==> src/srtap_consts.vh <==
// constants for the memory test access port: widths, instruction codes, presets
// assumes inclusion by the port top module, its checker and its bench
`ifndef SRTAP_CONSTS_VH
`define SRTAP_CONSTS_VH

`define SRTAP_IR_W 3
`define SRTAP_ID_W 32
`define SRTAP_BSR_W 107
`define SRTAP_OE_BIT 47

`define SRTAP_IR_EXTEST 3'h0
`define SRTAP_IR_IDCODE 3'h1
`define SRTAP_IR_SAMPLEZ 3'h2
`define SRTAP_IR_PRELOAD 3'h4
`define SRTAP_IR_BYPASS 3'h7
`define SRTAP_IR_CAPTURE 3'h1
`define SRTAP_IR_RSVD3 3'h3
`define SRTAP_IR_RSVD5 3'h5
`define SRTAP_IR_RSVD6 3'h6

// identification value is arbitrary; bit 0 set marks the register as present
`define SRTAP_ID_VALUE 32'h0ABC_D001

// preload stage after reset: only the read bus enable cell is high
`define SRTAP_UPD_PRESET (107'h1 << 47)

`define SRTAP_SEL_BYPASS 2'h0
`define SRTAP_SEL_ID 2'h1
`define SRTAP_SEL_BSR 2'h2

`define SRTAP_FIFO_W 2
`define SRTAP_FIFO_DEPTH 8
`define SRTAP_FIFO_AW 3

`endif

==> src/srtap_sync.v <==
// two flip-flop synchroniser for a group of asynchronous levels
// assumes each bit is an independent level; no bus coherency is given
`timescale 1ns/1ps
module srtap_sync #(
    parameter WIDTH = 1
) (
    input wire clock,
    input wire rst,
    input wire [WIDTH-1:0] async_in,
    output wire [WIDTH-1:0] sync_out
);
    reg [WIDTH-1:0] stage1;
    reg [WIDTH-1:0] stage2;

    always @(posedge clock) begin
        if (rst) begin
            stage1 <= {WIDTH{1'b0}};
            stage2 <= {WIDTH{1'b0}};
        end else begin
            stage1 <= async_in;
            stage2 <= stage1;
        end
    end

    assign sync_out = stage2;
endmodule // srtap_sync

==> src/srtap_fifo.v <==
// small synchronous fifo with valid/ready on both sides
// assumes one clock; depth is a power of two given by ADDR_W
`timescale 1ns/1ps
module srtap_fifo #(
    parameter WIDTH = 2,
    parameter DEPTH = 8,
    parameter ADDR_W = 3
) (
    input wire clock,
    input wire rst,
    input wire in_valid,
    output wire in_ready,
    input wire [WIDTH-1:0] in_data,
    output wire out_valid,
    input wire out_ready,
    output wire [WIDTH-1:0] out_data
);
    reg [WIDTH-1:0] mem [0:DEPTH-1];
    reg [ADDR_W-1:0] wr_ptr;
    reg [ADDR_W-1:0] rd_ptr;
    reg [ADDR_W:0] count;
    wire push;
    wire pop;

    assign in_ready = (count != DEPTH[ADDR_W:0]);
    assign out_valid = (count != {(ADDR_W+1){1'b0}});
    assign push = in_valid & in_ready;
    assign pop = out_valid & out_ready;
    assign out_data = mem[rd_ptr];

    always @(posedge clock) begin
        if (push) begin
            mem[wr_ptr] <= in_data;
        end
    end

    always @(posedge clock) begin
        if (rst) begin
            wr_ptr <= {ADDR_W{1'b0}};
            rd_ptr <= {ADDR_W{1'b0}};
            count <= {(ADDR_W+1){1'b0}};
        end else begin
            if (push) begin
                wr_ptr <= wr_ptr + 1'b1;
            end
            if (pop) begin
                rd_ptr <= rd_ptr + 1'b1;
            end
            if (push & ~pop) begin
                count <= count + 1'b1;
            end else if (pop & ~push) begin
                count <= count - 1'b1;
            end
        end
    end
endmodule // srtap_fifo

==> src/srtap_top.v <==
// test access port of a synchronous memory: controller, instruction and data registers
// assumes the scan pins arrive asynchronously and are oversampled by clock (200 MHz)
// Notes on behaviour
// - capture fixed identification word in capture-dr
// - identification word shifts out during shift-dr
// - three-bit instruction, five codes implemented
// - instruction register sits in path during shift-ir
// - new instruction acts only at update-ir
// - identification instruction after reset or test-logic-reset
// - outputs-off capture uses boundary register path
// - outputs-off instruction floats read bus
// - sample/preload snapshots all pins at capture-dr
// - boundary register shifts out after capture
// - update-dr latches pattern into preload stage
// - shift in and out in one pass
// - bypass instruction puts one bit in path
// - external test drives preload values out
// - cell 47 governs read bus under extest
// - cell high drives bus, low floats
// - cell 47 preset high at reset
// - transitions decided by mode select at rise
// - instruction code decoding table
// - five high mode select edges reset controller
// - capture-ir loads 01 into low bits
// - sample on rise, change out on fall
`timescale 1ns/1ps
`include "srtap_consts.vh"
module srtap_top (
    input wire clock,
    input wire rst,
    input wire tck,
    input wire tms,
    input wire tdi,
    output reg tdo,
    output reg tdo_oe,
    input wire [`SRTAP_BSR_W-1:0] pin_snapshot,
    output reg [`SRTAP_BSR_W-1:0] boundary_out,
    output reg extest_drive,
    output reg read_bus_oe,
    output reg [`SRTAP_IR_W-1:0] ir_current,
    output reg [3:0] tap_state
);
    localparam ST_TLR = 4'h0;
    localparam ST_RTI = 4'h1;
    localparam ST_SELDR = 4'h2;
    localparam ST_CAPDR = 4'h3;
    localparam ST_SHDR = 4'h4;
    localparam ST_EX1DR = 4'h5;
    localparam ST_PADR = 4'h6;
    localparam ST_EX2DR = 4'h7;
    localparam ST_UPDR = 4'h8;
    localparam ST_SELIR = 4'h9;
    localparam ST_CAPIR = 4'hA;
    localparam ST_SHIR = 4'hB;
    localparam ST_EX1IR = 4'hC;
    localparam ST_PAIR = 4'hD;
    localparam ST_EX2IR = 4'hE;
    localparam ST_UPIR = 4'hF;

    // data register chosen by an instruction; reserved codes fall to bypass
    function [1:0] dr_select;
        input [`SRTAP_IR_W-1:0] code;
        begin
            case (code)
                `SRTAP_IR_EXTEST: dr_select = `SRTAP_SEL_BSR;
                `SRTAP_IR_SAMPLEZ: dr_select = `SRTAP_SEL_BSR;
                `SRTAP_IR_PRELOAD: dr_select = `SRTAP_SEL_BSR;
                `SRTAP_IR_IDCODE: dr_select = `SRTAP_SEL_ID;
                `SRTAP_IR_RSVD3: dr_select = `SRTAP_SEL_BYPASS;
                `SRTAP_IR_RSVD5: dr_select = `SRTAP_SEL_BYPASS;
                `SRTAP_IR_RSVD6: dr_select = `SRTAP_SEL_BYPASS;
                default: dr_select = `SRTAP_SEL_BYPASS;
            endcase
        end
    endfunction

    // controller transition on one sampled mode select level
    function [3:0] tap_next;
        input [3:0] s;
        input m;
        begin
            case (s)
                ST_TLR: tap_next = m ? ST_TLR : ST_RTI;
                ST_RTI: tap_next = m ? ST_SELDR : ST_RTI;
                ST_SELDR: tap_next = m ? ST_SELIR : ST_CAPDR;
                ST_CAPDR: tap_next = m ? ST_EX1DR : ST_SHDR;
                ST_SHDR: tap_next = m ? ST_EX1DR : ST_SHDR;
                ST_EX1DR: tap_next = m ? ST_UPDR : ST_PADR;
                ST_PADR: tap_next = m ? ST_EX2DR : ST_PADR;
                ST_EX2DR: tap_next = m ? ST_UPDR : ST_SHDR;
                ST_UPDR: tap_next = m ? ST_SELDR : ST_RTI;
                ST_SELIR: tap_next = m ? ST_TLR : ST_CAPIR;
                ST_CAPIR: tap_next = m ? ST_EX1IR : ST_SHIR;
                ST_SHIR: tap_next = m ? ST_EX1IR : ST_SHIR;
                ST_EX1IR: tap_next = m ? ST_UPIR : ST_PAIR;
                ST_PAIR: tap_next = m ? ST_EX2IR : ST_PAIR;
                ST_EX2IR: tap_next = m ? ST_UPIR : ST_SHIR;
                ST_UPIR: tap_next = m ? ST_SELDR : ST_RTI;
                default: tap_next = ST_TLR;
            endcase
        end
    endfunction

    // states in which a register sits between data in and data out
    function is_shift;
        input [3:0] s;
        begin
            is_shift = (s == ST_SHIR) | (s == ST_SHDR);
        end
    endfunction

    wire [2:0] scan_sync;
    wire [`SRTAP_BSR_W-1:0] pins_sync;
    wire tck_s;
    wire tms_s;
    wire tdi_s;
    reg tck_d;
    reg rise_pend;
    reg push_req;
    reg [`SRTAP_IR_W-1:0] ir_shift;
    reg [`SRTAP_ID_W-1:0] id_shift;
    reg bypass_bit;
    reg [`SRTAP_BSR_W-1:0] bsr_shift;
    reg [`SRTAP_BSR_W-1:0] bsr_update;
    wire tck_rise;
    wire tck_fall;
    wire step;
    wire fifo_in_ready;
    wire fifo_out_valid;
    wire [`SRTAP_FIFO_W-1:0] fifo_out_data;
    wire [1:0] sel;
    wire [3:0] next_tap;
    reg next_read_bus_oe;
    reg next_out_bit;
    wire next_out_en;

    srtap_sync #(
        .WIDTH(3)
    ) u_scan_sync (
        .clock(clock),
        .rst(rst),
        .async_in({tck, tms, tdi}),
        .sync_out(scan_sync)
    );

    srtap_sync #(
        .WIDTH(`SRTAP_BSR_W)
    ) u_pin_sync (
        .clock(clock),
        .rst(rst),
        .async_in(pin_snapshot),
        .sync_out(pins_sync)
    );

    assign tck_s = scan_sync[2];
    assign tms_s = scan_sync[1];
    assign tdi_s = scan_sync[0];
    assign tck_rise = tck_s & ~tck_d;
    assign tck_fall = ~tck_s & tck_d;
    // a rise waits while the output queue is full or a push is still pending
    assign step = rise_pend & fifo_in_ready & ~push_req;
    assign sel = dr_select(ir_current);
    // five high mode select rises always end in the reset state
    assign next_tap = tap_next(tap_state, tms_s);

    always @(posedge clock) begin
        if (rst) begin
            tck_d <= 1'b0;
            rise_pend <= 1'b0;
        end else begin
            tck_d <= tck_s;
            if (tck_rise) begin
                rise_pend <= 1'b1;
            end else if (step) begin
                rise_pend <= 1'b0;
            end
        end
    end

    // controller and register actions, one per test clock rise
    always @(posedge clock) begin
        if (rst) begin
            tap_state <= ST_TLR;
            ir_current <= `SRTAP_IR_IDCODE;
            ir_shift <= `SRTAP_IR_CAPTURE;
            id_shift <= {`SRTAP_ID_W{1'b0}};
            bypass_bit <= 1'b0;
            bsr_shift <= {`SRTAP_BSR_W{1'b0}};
            bsr_update <= `SRTAP_UPD_PRESET;
        end else if (step) begin
            tap_state <= next_tap;
            case (tap_state)
                ST_CAPIR: begin
                    ir_shift <= `SRTAP_IR_CAPTURE;
                end
                ST_SHIR: begin
                    ir_shift <= {tdi_s, ir_shift[`SRTAP_IR_W-1:1]};
                end
                ST_UPIR: begin
                    ir_current <= ir_shift;
                end
                ST_CAPDR: begin
                    case (sel)
                        `SRTAP_SEL_ID: id_shift <= `SRTAP_ID_VALUE;
                        `SRTAP_SEL_BSR: bsr_shift <= pins_sync;
                        default: bypass_bit <= 1'b0;
                    endcase
                end
                ST_SHDR: begin
                    case (sel)
                        `SRTAP_SEL_ID: id_shift <= {tdi_s, id_shift[`SRTAP_ID_W-1:1]};
                        `SRTAP_SEL_BSR: bsr_shift <= {tdi_s, bsr_shift[`SRTAP_BSR_W-1:1]};
                        default: bypass_bit <= tdi_s;
                    endcase
                end
                ST_UPDR: begin
                    if (sel == `SRTAP_SEL_BSR) begin
                        bsr_update <= bsr_shift;
                    end
                end
                default: begin
                end
            endcase
            // entering the reset state restores instruction and preset at once
            if (next_tap == ST_TLR) begin
                ir_current <= `SRTAP_IR_IDCODE;
                bsr_update <= `SRTAP_UPD_PRESET;
            end
        end
    end

    // serial output bit of the register now in the path
    always @* begin
        next_out_bit = 1'b0;
        if (tap_state == ST_SHIR) begin
            next_out_bit = ir_shift[0];
        end else begin
            case (sel)
                `SRTAP_SEL_ID: next_out_bit = id_shift[0];
                `SRTAP_SEL_BSR: next_out_bit = bsr_shift[0];
                default: next_out_bit = bypass_bit;
            endcase
        end
    end

    assign next_out_en = is_shift(tap_state);

    // the bit decided after a rise is queued and shown at the next fall
    always @(posedge clock) begin
        if (rst) begin
            push_req <= 1'b0;
        end else if (step) begin
            push_req <= 1'b1;
        end else if (fifo_in_ready) begin
            push_req <= 1'b0;
        end
    end

    srtap_fifo #(
        .WIDTH(`SRTAP_FIFO_W),
        .DEPTH(`SRTAP_FIFO_DEPTH),
        .ADDR_W(`SRTAP_FIFO_AW)
    ) u_out_fifo (
        .clock(clock),
        .rst(rst),
        .in_valid(push_req),
        .in_ready(fifo_in_ready),
        .in_data({next_out_en, next_out_bit}),
        .out_valid(fifo_out_valid),
        .out_ready(tck_fall),
        .out_data(fifo_out_data)
    );

    always @(posedge clock) begin
        if (rst) begin
            tdo <= 1'b0;
            tdo_oe <= 1'b0;
        end else if (tck_fall & fifo_out_valid) begin
            tdo <= fifo_out_data[0];
            tdo_oe <= fifo_out_data[1];
        end
    end

    // read bus enable as each instruction asks for it
    always @* begin
        case (ir_current)
            `SRTAP_IR_SAMPLEZ: begin
                next_read_bus_oe = 1'b0;
            end
            `SRTAP_IR_EXTEST: begin
                next_read_bus_oe = bsr_update[`SRTAP_OE_BIT];
            end
            default: begin
                next_read_bus_oe = 1'b1;
            end
        endcase
    end

    // system side: pin drive under external test and read bus enable
    always @(posedge clock) begin
        if (rst) begin
            boundary_out <= `SRTAP_UPD_PRESET;
            extest_drive <= 1'b0;
            read_bus_oe <= 1'b1;
        end else begin
            boundary_out <= bsr_update;
            extest_drive <= (ir_current == `SRTAP_IR_EXTEST);
            read_bus_oe <= next_read_bus_oe;
        end
    end
endmodule // srtap_top

==> config.mk <==
export PLATFORM = sky130hd
export DESIGN_NAME = srtap_top
export DESIGN_NICKNAME = d
export VERILOG_FILES = /design/src/srtap_sync.v /design/src/srtap_fifo.v /design/src/srtap_top.v
export VERILOG_INCLUDE_DIRS = /design/src
export SDC_FILE = /design/constraint.sdc
export NUM_CORES = 1
export LEC_CHECK = 0
export ABC_AREA = 0
export BUFFER_PORTS_ARGS = -buffer_cell sky130_fd_sc_hd__buf_4
export CAP_MARGIN = 20
export CELL_PAD_IN_SITES_DETAIL_PLACEMENT = 2
export CELL_PAD_IN_SITES_GLOBAL_PLACEMENT = 2
export CORE_MARGIN = 8
export CORE_UTILIZATION = 40
export CTS_CLUSTER_DIAMETER = 150
export CTS_CLUSTER_SIZE = 10
export DETAILED_ROUTE_END_ITERATION = 16
export PLACE_DENSITY_LB_ADDON = 0.1
export SYNTH_ARGS = -nofsm -noshare
export SYNTH_HDL_FRONTEND = slang
export SYNTH_HIERARCHICAL = 1
export SYNTH_SLANG_ARGS = --single-unit
==> constraint.sdc <==
create_clock -name clock -period 7.1 [get_ports clock]
set_input_delay 2.13 -clock clock [delete_from_list [all_inputs] [get_ports clock]]
set_output_delay 2.13 -clock clock [all_outputs]
set_load 0.005 [all_outputs]
==> results.md, run 1 <==
* Async S/R FF share, synth at 0
* CTS tree: built
* Starting Density at 0.404
* Flop2flop setup slack at 3.56 ns
* Worst-skew pair later-pin latency at between 0.5 and 0.6 ns
* DRC violations left at 0
* Hold path start: bsr_update[64]
* CP Buf/Inv Count at 1
* Vias in the first global route at 15,900
* Max_slew headroom at 0.236
* Flops & latches, synth at 620
* Clock skew at approximately 0.018 ns
* Most frequent cells in the layout: 604 x dfxtp_1, 233 x buf_4, 225 x nor2b_1
* # H-tree levels at 3
* Gr ovfl total at 0
* Clock Tree Root: clkbuf_16
* Max stage delay on crit path at 0.97 ns
* Leakage at 9.83 nW
* Io pins at 230
* Multi-input combinational cell area at slightly above 7000 um2
* First-iteration detailed-routing DRC count at 521
* Sequential share of the synthesized area at 0.607
* Final hold violations at 0
* Critical path type: reg -> out
* Post-synth EDFFs at 16
* PD cells at 282 nW/um2
* Drt pass-1 iters at 4
* Fin area at around 25,000 um2
* Synth top area cells: dfxtp_1 58%, nor2b_1 6.8%, mux2i_1 5.5%
* Min Tclk post-route at 3.93 ns
* Area grow syn2layout at 19.5%
* Total GRT Usage at 0.177
* CP max-delay cell: dfxtp_1
* Min Hold Slack at 0.428 ns
* Initial antenna violation count at 6
* Cts hold-fix bufs at 0
* CTS sink cnt at 620
* Post-synth top area cell: dfxtp_1
* Worst-path clk slew at 0.06 ns
* Primary FF master, synth: dfxtp_1
* Routed WL per cell at 18.6 um
* R2r startpoint: tap_state[3]
* Commonest non-fill, non-tap cell in the layout: dfxtp_1
* FILL cells at 5,239
* Die Wd at 243 um
* Max clock buf depth at 3
* Crit Reg-Reg Endpoint: bsr_update[29]
* Synthesis Warnings at 6
* R2r worst-path depth at 5
* Syn_nets at around 2,100
* Max-Cap Viols at 0
* CP Capture Type: primary output
* Peak Freq at 0.254 GHz
* First-pass GRT wire length at roughly 86,000 um
* CTS buffer count at ~70
* Antenna-violating nets left at 0
* Layout cell share with drive strength beyond 1 at 0.156
* Vias per inst at 4.99
* Post-route core utilization at 0.483
* Routed wire length at 53,400 um
* Critical Path Start Type: flip-flop
* Cell Area, Placed at 22,800 um2
* HPWL reported at the end of detailed placement at ~33,000 um
* Vias at 14,300
* Postcts setup bufs at 0
* Core area at about 51,000 um2
* Yosys cell types at 60
* Final worst-path cycle share at 0.554
* Register Area at 12,600 um2
* Final Wtd Congestion at 0.713
* Worst endpoint data arrival time at 1.80 ns
* Cell Area, Synth at 20,700 um2
* Die H at between 200 and 250 um
* Hold depth at 2
* Largest net degree at the start of global routing at approximately 220
* Final setup fails at 0
* Setup TNS Final at 0 ns
* Hold Path Sink: boundary_out[64]
* Synthesized instance count at 2,005
* Nets at 2,292
* Crit-path max FO at 23
* RSZ-0062 raised after global routing: no
* Status: finished, final reports clean
* Worst Tran Pin Value at 1.15 ns
* Data required time of the worst path at 4.97 ns
* Total power at 6.98 mW
* Max VDD drop at around 0.14 mV
* Min-Delay Path Class: reg -> reg
* Number of placement rows at 83
* Syn Area/Cell at 10.3 um2
* Slew Viols, Final at 0
* Port buffer count at 229
* Worst path cell trace: buf_4
* Die area at 59,300 um2
* Post-CTS sizing at 0
* Share of the synthesized area in the top cell type at 0.584
* Top Family by Delay on Critical Path: flip-flops
## routing by layer
layer  vias up  track usage  part of all wire
met1      7042        0.205              0.42
met2       236        0.317              0.51
met4         0       0.0705             0.028
met3        84       0.0348             0.042
li1       6922            -                 -
met5         -            0                 0
## synthesized netlist by cell type, types with 3 or more instances
| cell | number |
|---|---|
| nor3b_1 | 3 |
| buf_4 | 7 |
| buf_2 | 48 |
| a31oi_1 | 3 |
| mux2i_1 | 113 |
| o21ai_0 | 110 |
| xor2_1 | 5 |
| nor2_1 | 144 |
| buf_1 | 7 |
| inv_1 | 117 |
| dfxtp_1 | 604 |
| nor2b_1 | 225 |
| nand2b_1 | 113 |
| a21oi_1 | 40 |
| mux2_2 | 4 |
| a211oi_1 | 109 |
| nand2_1 | 35 |
| clkbuf_1 | 81 |
| ha_1 | 7 |
| mux4_2 | 4 |
| edfxtp_1 | 16 |
| nor3_1 | 29 |
| nand3_1 | 138 |
## kinds of logic (layout without fill, tap and decap cells)
| family | Yosys count | after routing | share of synthesized area |
|---|---|---|---|
| mux | 121 | 121 | 0.0612 |
| xor+xnor | 8 | 8 | 0.00375 |
| fa+ha+maj | 8 | 8 | 0.00520 |
| simple gates | 706 | 706 | 0.184 |
| other cells | 0 | 6 | 0 |
| flops | 620 | 620 | 0.607 |
| compound gates | 280 | 280 | 0.0861 |
| buf+inv | 262 | 436 | 0.0523 |
## per-stage QoR
stage | setup slack [ns] | instances
after floorplan | 3.96 | 2005
after global placement | 3.07 | 2779
after detailed placement | 3.01 | 2779
after CTS | 3.12 | 2859
after global routing | 3.04 | 2864
final | 3.17 | 2865
## flip-flops by register name, summed over array words and instances (netlist names), 3 cells and up, named ones only
signal and flops:
boundary_out 107, bsr_shift 107, bsr_update 107, id_shift 32, ir_current 3, ir_shift 3, tap_state 4, u_out_fifo/count 4
u_out_fifo/mem 16, u_out_fifo/rd_ptr 3, u_out_fifo/wr_ptr 3, u_pin_sync/stage1 107, u_pin_sync/sync_out 107, u_scan_sync/stage1 3, u_scan_sync/sync_out 3
## worst max path at each step
| stage | start | to | slack [ns] | depth (start not counted) |
|---|---|---|---|---|
| final | tap_state[3] | tap_state[3] | 3.17 | 1 |
| after detailed placement | rst | bsr_update[8] | 3.01 | 4 |
| after global placement | rst | bsr_update[50] | 3.07 | 4 |
| after global routing | tap_state[3] | tap_state[3] | 3.04 | 1 |
| after CTS | tap_state[3] | tap_state[3] | 3.12 | 1 |
| after floorplan | rst | bsr_shift[47] | 3.96 | 4 |
## power by group
group          switching, mW  leakage [nW]  internal, mW
combinational          0.123          3.83         0.107
clock                   1.31         0.942          1.86
sequential            0.0258          5.06          3.56
total                   1.46          9.83          5.52
## layout make-up
type,count,area share
clock buffer,78,0.0763
antenna,6,0.000607
tap,680,0.0344
inverter,117,0.0178
sequential,620,0.508
clock inverter,2,0.00132
timing repair buffer,239,0.0754
multi-input combinational,1123,0.286
No activity file was read; power rests on OpenSTA's default activity.
==> run 2, diff against run 1 <==
--- a/config.mk
+++ b/config.mk
@@ -12,7 +12,7 @@
 export CELL_PAD_IN_SITES_DETAIL_PLACEMENT = 2
 export CELL_PAD_IN_SITES_GLOBAL_PLACEMENT = 2
 export CORE_MARGIN = 8
-export CORE_UTILIZATION = 40
+export CORE_UTILIZATION = 37
 export CTS_CLUSTER_DIAMETER = 150
 export CTS_CLUSTER_SIZE = 10
 export DETAILED_ROUTE_END_ITERATION = 16
==> constraint.sdc (replaced) <==
create_clock -name clock -period 3.75 [get_ports clock]
set_input_delay 1.125 -clock clock [delete_from_list [all_inputs] [get_ports clock]]
set_output_delay 1.125 -clock clock [all_outputs]
set_load 0.005 [all_outputs]
==> results.md, run 2 (synthesis results as in run 1) <==
* Status: finished, final reports clean
* Fin area at 25,000 um2
* RSZ-0062 raised after global routing: no
* Min Tclk post-route at 2.92 ns
* Final worst-path cycle share at 0.778
* Cts hold-fix bufs at 0
* Largest net degree at the start of global routing at 122
* Final setup fails at 0
* Initial antenna violation count at 5
* Multi-input combinational cell area at 7070 um2
* Routed WL per cell at 17.9 um
* Commonest non-fill, non-tap cell in the layout: dfxtp_1
* Final Wtd Congestion at 0.719
* CTS sink cnt at 620
* Final hold violations at 0
* Area grow syn2layout at 20.7%
* Worst endpoint data arrival time at 1.79 ns
* CP Launch Point: tap_state[3]
* Layout cell share with drive strength beyond 1 at 0.161
* Routed wire length at around 53,000 um
* Worst Tran Pin Value at 0.948 ns
* Max stage delay on crit path at 0.94 ns
* CTS buffer count at 71
* Max clock buf depth at 3
* Die Wd at 253 um
* Peak Freq at 0.343 GHz
* Most frequent cells in the layout: 604 x dfxtp_1, 239 x buf_4, 225 x nor2b_1
* Total GRT Usage at 0.164
* FILL cells at 5,683
* PD cells at ~530 nW/um2
* Worst path cell trace: buf_4
* Crit-path max FO at 23
* Hold path start: u_pin_sync/stage1[105]
* Data required time of the worst path at 2.62 ns
* First-iteration detailed-routing DRC count at around 490
* Starting Density at 0.375
* Antenna-violating nets left at 0
* Clock Tree Root: clkbuf_16
* Max VDD drop at 0.307 mV
* CP Buf/Inv Count at 1
* Core area at 55,200 um2
* Leakage at about 9.9 nW
* Register Area at 12,600 um2
* Gr ovfl total at 0
* Vias per inst at 4.84
* CP Capture Type: primary output
* DRC violations left at 0
* Critical path type: reg -> out
* Die area at 63,800 um2
* Number of placement rows at 86
* CTS tree: built
* Vias in the first global route at between 15,000 and 20,000
* Critical Path Start Type: flip-flop
* Setup TNS Final at 0 ns
* Drt pass-1 iters at 4
* Min-Delay Path Class: reg -> reg
* HPWL reported at the end of detailed placement at between 30,000 and 40,000 um
* Io pins at 230
* Top Family by Delay on Critical Path: flip-flops
* First-pass GRT wire length at 85,200 um
* Postcts setup bufs at 0
* Worst-path clk slew at 0.05 ns
* Max-Cap Viols at 0
* Port buffer count at 229
* Clock skew at 0.0141 ns
* Slew Viols, Final at 0
* Cell Area, Placed at 23,100 um2
* Worst-skew pair later-pin latency at 0.59 ns
* Max_slew headroom at 0.367
* CP max-delay cell: dfxtp_1
* # H-tree levels at 3
* Vias at between 10,000 and 15,000
* Post-route core utilization at 0.452
* Post-CTS sizing at 0
* Die H at 253 um
* R2r startpoint: tap_state[2]
* Nets at 2,305
## run 2: per-layer routing
metal | up-vias | part of all wire | global-route usage | wire length (um)
met5 | - | 0 | 0 | 0
met4 | 0 | 0.029 | 0.0620 | 1510
met3 | 99 | 0.042 | 0.0386 | 2230
met2 | 220 | 0.50 | 0.285 | 26200
met1 | 6973 | 0.43 | 0.196 | 22700
li1 | 6950 | - | - | -
## run 2: stage by stage
step	hold WS (ns)	worst slack [ns]	instances	total power [mW]
floorplan	0.409	1.17	2005	7.17
global placement	0.421	1.04	2860	7.36
detailed placement	0.425	0.863	2860	7.37
CTS	0.438	0.801	2940	13.4
global route	0.447	0.653	2943	13.7
finish	0.430	0.834	2944	13.2
## run 2: layout make-up
| class | count | area share |
|---|---|---|
| Multi-Input combinational cell | 1123 | 0.283 |
| Timing Repair Buffer | 252 | 0.0821 |
| Clock buffer | 77 | 0.0746 |
| Sequential cell | 620 | 0.503 |
| Antenna cell | 4 | 0.000401 |
| Inverter | 117 | 0.0176 |
| Clock inverter | 3 | 0.00135 |
| Tap cell | 748 | 0.0375 |
## run 2: power breakdown
part / switching [mW] / internal, mW / total, mW
Sequential: 0.0460 / 6.73 / 6.78
Clock: 2.50 / 3.48 / 5.98
Combinational: 0.234 / 0.212 / 0.446
Total: 2.78 / 10.4 / 13.2
## run 2: worst register-to-register path, stage by stage (launching register included)
cell and delay [ns]:
dfxtp_1 0.76, or3b_1 0.54, a2111oi_4 0.40, buf_4 0.27, buf_12 0.41, nor2_1 0.20, a211oi_1 0.25
## run 2: path summary, 6_finish.rpt
check / to / slack (ns) / depth (start not counted)
max: tap_state[3] / 0.83 / 1
max reg2reg: bsr_shift[78] / 0.84 / 6
min reg2reg: u_pin_sync/sync_out[105] / 0.43 / 1
min: u_pin_sync/sync_out[105] / 0.43 / 1
==> run 3, diff against run 2 <==
--- a/config.mk
+++ b/config.mk
@@ -12,7 +12,7 @@
 export CELL_PAD_IN_SITES_DETAIL_PLACEMENT = 2
 export CELL_PAD_IN_SITES_GLOBAL_PLACEMENT = 2
 export CORE_MARGIN = 8
-export CORE_UTILIZATION = 37
+export CORE_UTILIZATION = 34
 export CTS_CLUSTER_DIAMETER = 150
 export CTS_CLUSTER_SIZE = 10
 export DETAILED_ROUTE_END_ITERATION = 16
==> constraint.sdc (replaced) <==
create_clock -name clock -period 2.5 [get_ports clock]
set_input_delay 0.75 -clock clock [delete_from_list [all_inputs] [get_ports clock]]
set_output_delay 0.75 -clock clock [all_outputs]
set_load 0.005 [all_outputs]
==> results.md, run 3 (synthesis results as in run 1) <==
* Vias per inst at approximately 4.8
* Most frequent cells in the layout: 601 x dfxtp_1, 257 x buf_4, 225 x nor2b_1
* Number of placement rows at 90
* Worst path cell trace: or4b_4, nand2_8, inv_1, ha_4, inv_4, ha_4, a21oi_4, a211oi_2, a31oi_2, mux2_4
* Worst-skew pair later-pin latency at 0.58 ns
* Critical path type: reg -> reg
* Post-route core utilization at 0.423
* Die H at 263 um
* Data required time of the worst path at between 2 and 3 ns
* Min Tclk post-route at 2.46 ns
* Routed WL per cell at 17.9 um
* CP max-delay cell: or4b_4
* Crit-path max FO at 4
* Total GRT Usage at 0.154
* Clock skew at approximately 0.017 ns
* Min-Delay Path Class: in -> reg
* CTS sink cnt at 620
* Drt pass-1 iters at 6
* Clock Tree Root: clkbuf_16
* Die Wd at roughly 260 um
* DRC violations left at 0
* First-iteration detailed-routing DRC count at 381
* Die area at 69,000 um2
* # H-tree levels at 3
* Max stage delay on crit path at a little under 0.6 ns
* Largest net degree at the start of global routing at 140
* Min Hold Slack at roughly 0.38 ns
* Max clock buf depth at 3
* Hold depth at 2
* PD cells at 778 nW/um2
* Final worst-path cycle share at 0.983
* Worst Tran Pin Value at 0.612 ns
* Total power at 19.8 mW
* Starting Density at 0.344
* R2r worst-path depth at 10
* CTS tree: built
* Worst-path clk slew at about 0.05 ns
* Layout cell share with drive strength beyond 1 at 0.177
* Top Family by Delay on Critical Path: simple AND/OR/NAND/NOR gates
* Final Wtd Congestion at 0.724
* Commonest non-fill, non-tap cell in the layout: dfxtp_1
* Vias in the first global route at 16,100
* Crit Reg-Reg Endpoint: u_out_fifo/count[3]
* Io pins at 230
* R2r startpoint: u_out_fifo/count[0]
* Initial antenna violation count at 6
* Critical Path Start Type: flip-flop
* Flop2flop setup slack at 0.04 ns
* CP most frequent cell: ha_4
* Area grow syn2layout at 23.2%
* Max VDD drop at 0.529 mV
* Cts hold-fix bufs at 0
* Final setup fails at 0
* Core area at 60,200 um2
* Antenna-violating nets left at 0
* Final hold violations at 0
* Gr ovfl total at 0
* Nets at around 2,300
* Port buffer count at 229
* CTS buffer count at slightly above 70
* Peak Freq at 0.407 GHz
* Max_slew headroom at 0.592
* CP Capture Type: flip-flop
* First-pass GRT wire length at 87,700 um
* Max-Cap Viols at 0
* Vias at roughly 14,000
* Routed wire length at 53,900 um
* Worst endpoint data arrival time at 2.91 ns
* Hold path start: pin_snapshot[80]
* Slew Viols, Final at 0
* Status: finished, final reports clean
* Leakage at 10.1 nW
* Hold Path Sink: u_pin_sync/stage1[80]
* HPWL reported at the end of detailed placement at 35,300 um
* CP Buf/Inv Count at 2
-- run 3: cell types whose count changed in the layout (fill, tap and decap cells not counted), moves of 2 or more --
| cell | change |
|---|---|
| buf_12 | +13 |
| buf_4 | +18 |
| dfxtp_1 | -3 |
| dfxtp_2 | +2 |
| ha_1 | -3 |
| ha_4 | +2 |
-- run 3: worst max-delay path by stage --
stage                   startpoint                  end  slack, ns  depth (start not counted)
2_1_floorplan  u_out_fifo/count[2]  u_out_fifo/count[3]       0.02                         11
3_3_place_gp   u_out_fifo/count[2]  u_out_fifo/count[3]       0.07                         10
3_5_place_dp   u_out_fifo/count[2]  u_out_fifo/count[3]      -0.11                         10
4_1_cts        u_out_fifo/count[1]  u_out_fifo/count[3]      -0.03                         10
5_1_grt        u_out_fifo/count[0]  u_out_fifo/count[3]     -0.006                         10
6_report       u_out_fifo/count[0]  u_out_fifo/count[3]       0.04                         10
-- run 3: worst register-to-register path: cells and delay by family (launching register included) --
family          cells  cell delay, ns
compound gates      3            0.45
fa+ha+maj           2            0.39
buf+inv             2            0.14
flops               1            0.35
mux                 1            0.33
simple gates        2            0.68
-- run 3: through the flow --
step           TNS (ns)  cells  cell area, um2  setup WS (ns)
2_1_floorplan         0   2005           20700         0.0247
3_3_place_gp          0   2922           23500         0.0721
3_5_place_dp     -0.178   2922           23500         -0.107
4_1_cts         -0.0318   3002           25400        -0.0318
5_1_grt        -0.00627   3010           25500       -0.00627
6_report              0   3011           25500         0.0429
-- run 3: layout make-up --
class,instances,area [um2]
fillers,6266,34800
flip-flops and latches,620,12600
multi-input cells,1123,7140
repair buffers,284,2460
clock buffers,77,1840
well taps,782,978
inverters,117,442
clock inverters,3,41.3
diodes,5,12.5
-- run 3: metal layers --
| layer | global-route usage | routed length, um | vias up | part of all wire |
|---|---|---|---|---|
| met2 | 0.271 | 26700 | 218 | 0.49 |
| li1 | - | - | 7009 | - |
| met4 | 0.0565 | 1380 | 2 | 0.026 |
| met1 | 0.181 | 23500 | 7047 | 0.44 |
| met5 | 0 | 12 | - | 0.00022 |
| met3 | 0.0366 | 2340 | 91 | 0.043 |
-- run 3: power by group --
part / total (mW) / switching, mW / internal [mW]
Clock: 8.95 / 3.79 / 5.16
Combinational: 0.737 / 0.382 / 0.355
Sequential: 10.2 / 0.0558 / 10.1
-- run 3: what timing repair did --
action,4_1_cts,5_1_grt
pin swaps,1,4
setup buffers,0,4
resized for setup,6,10
cloned,0,0
setup endpoints to repair,3,49
hold endpoints to repair,0,0
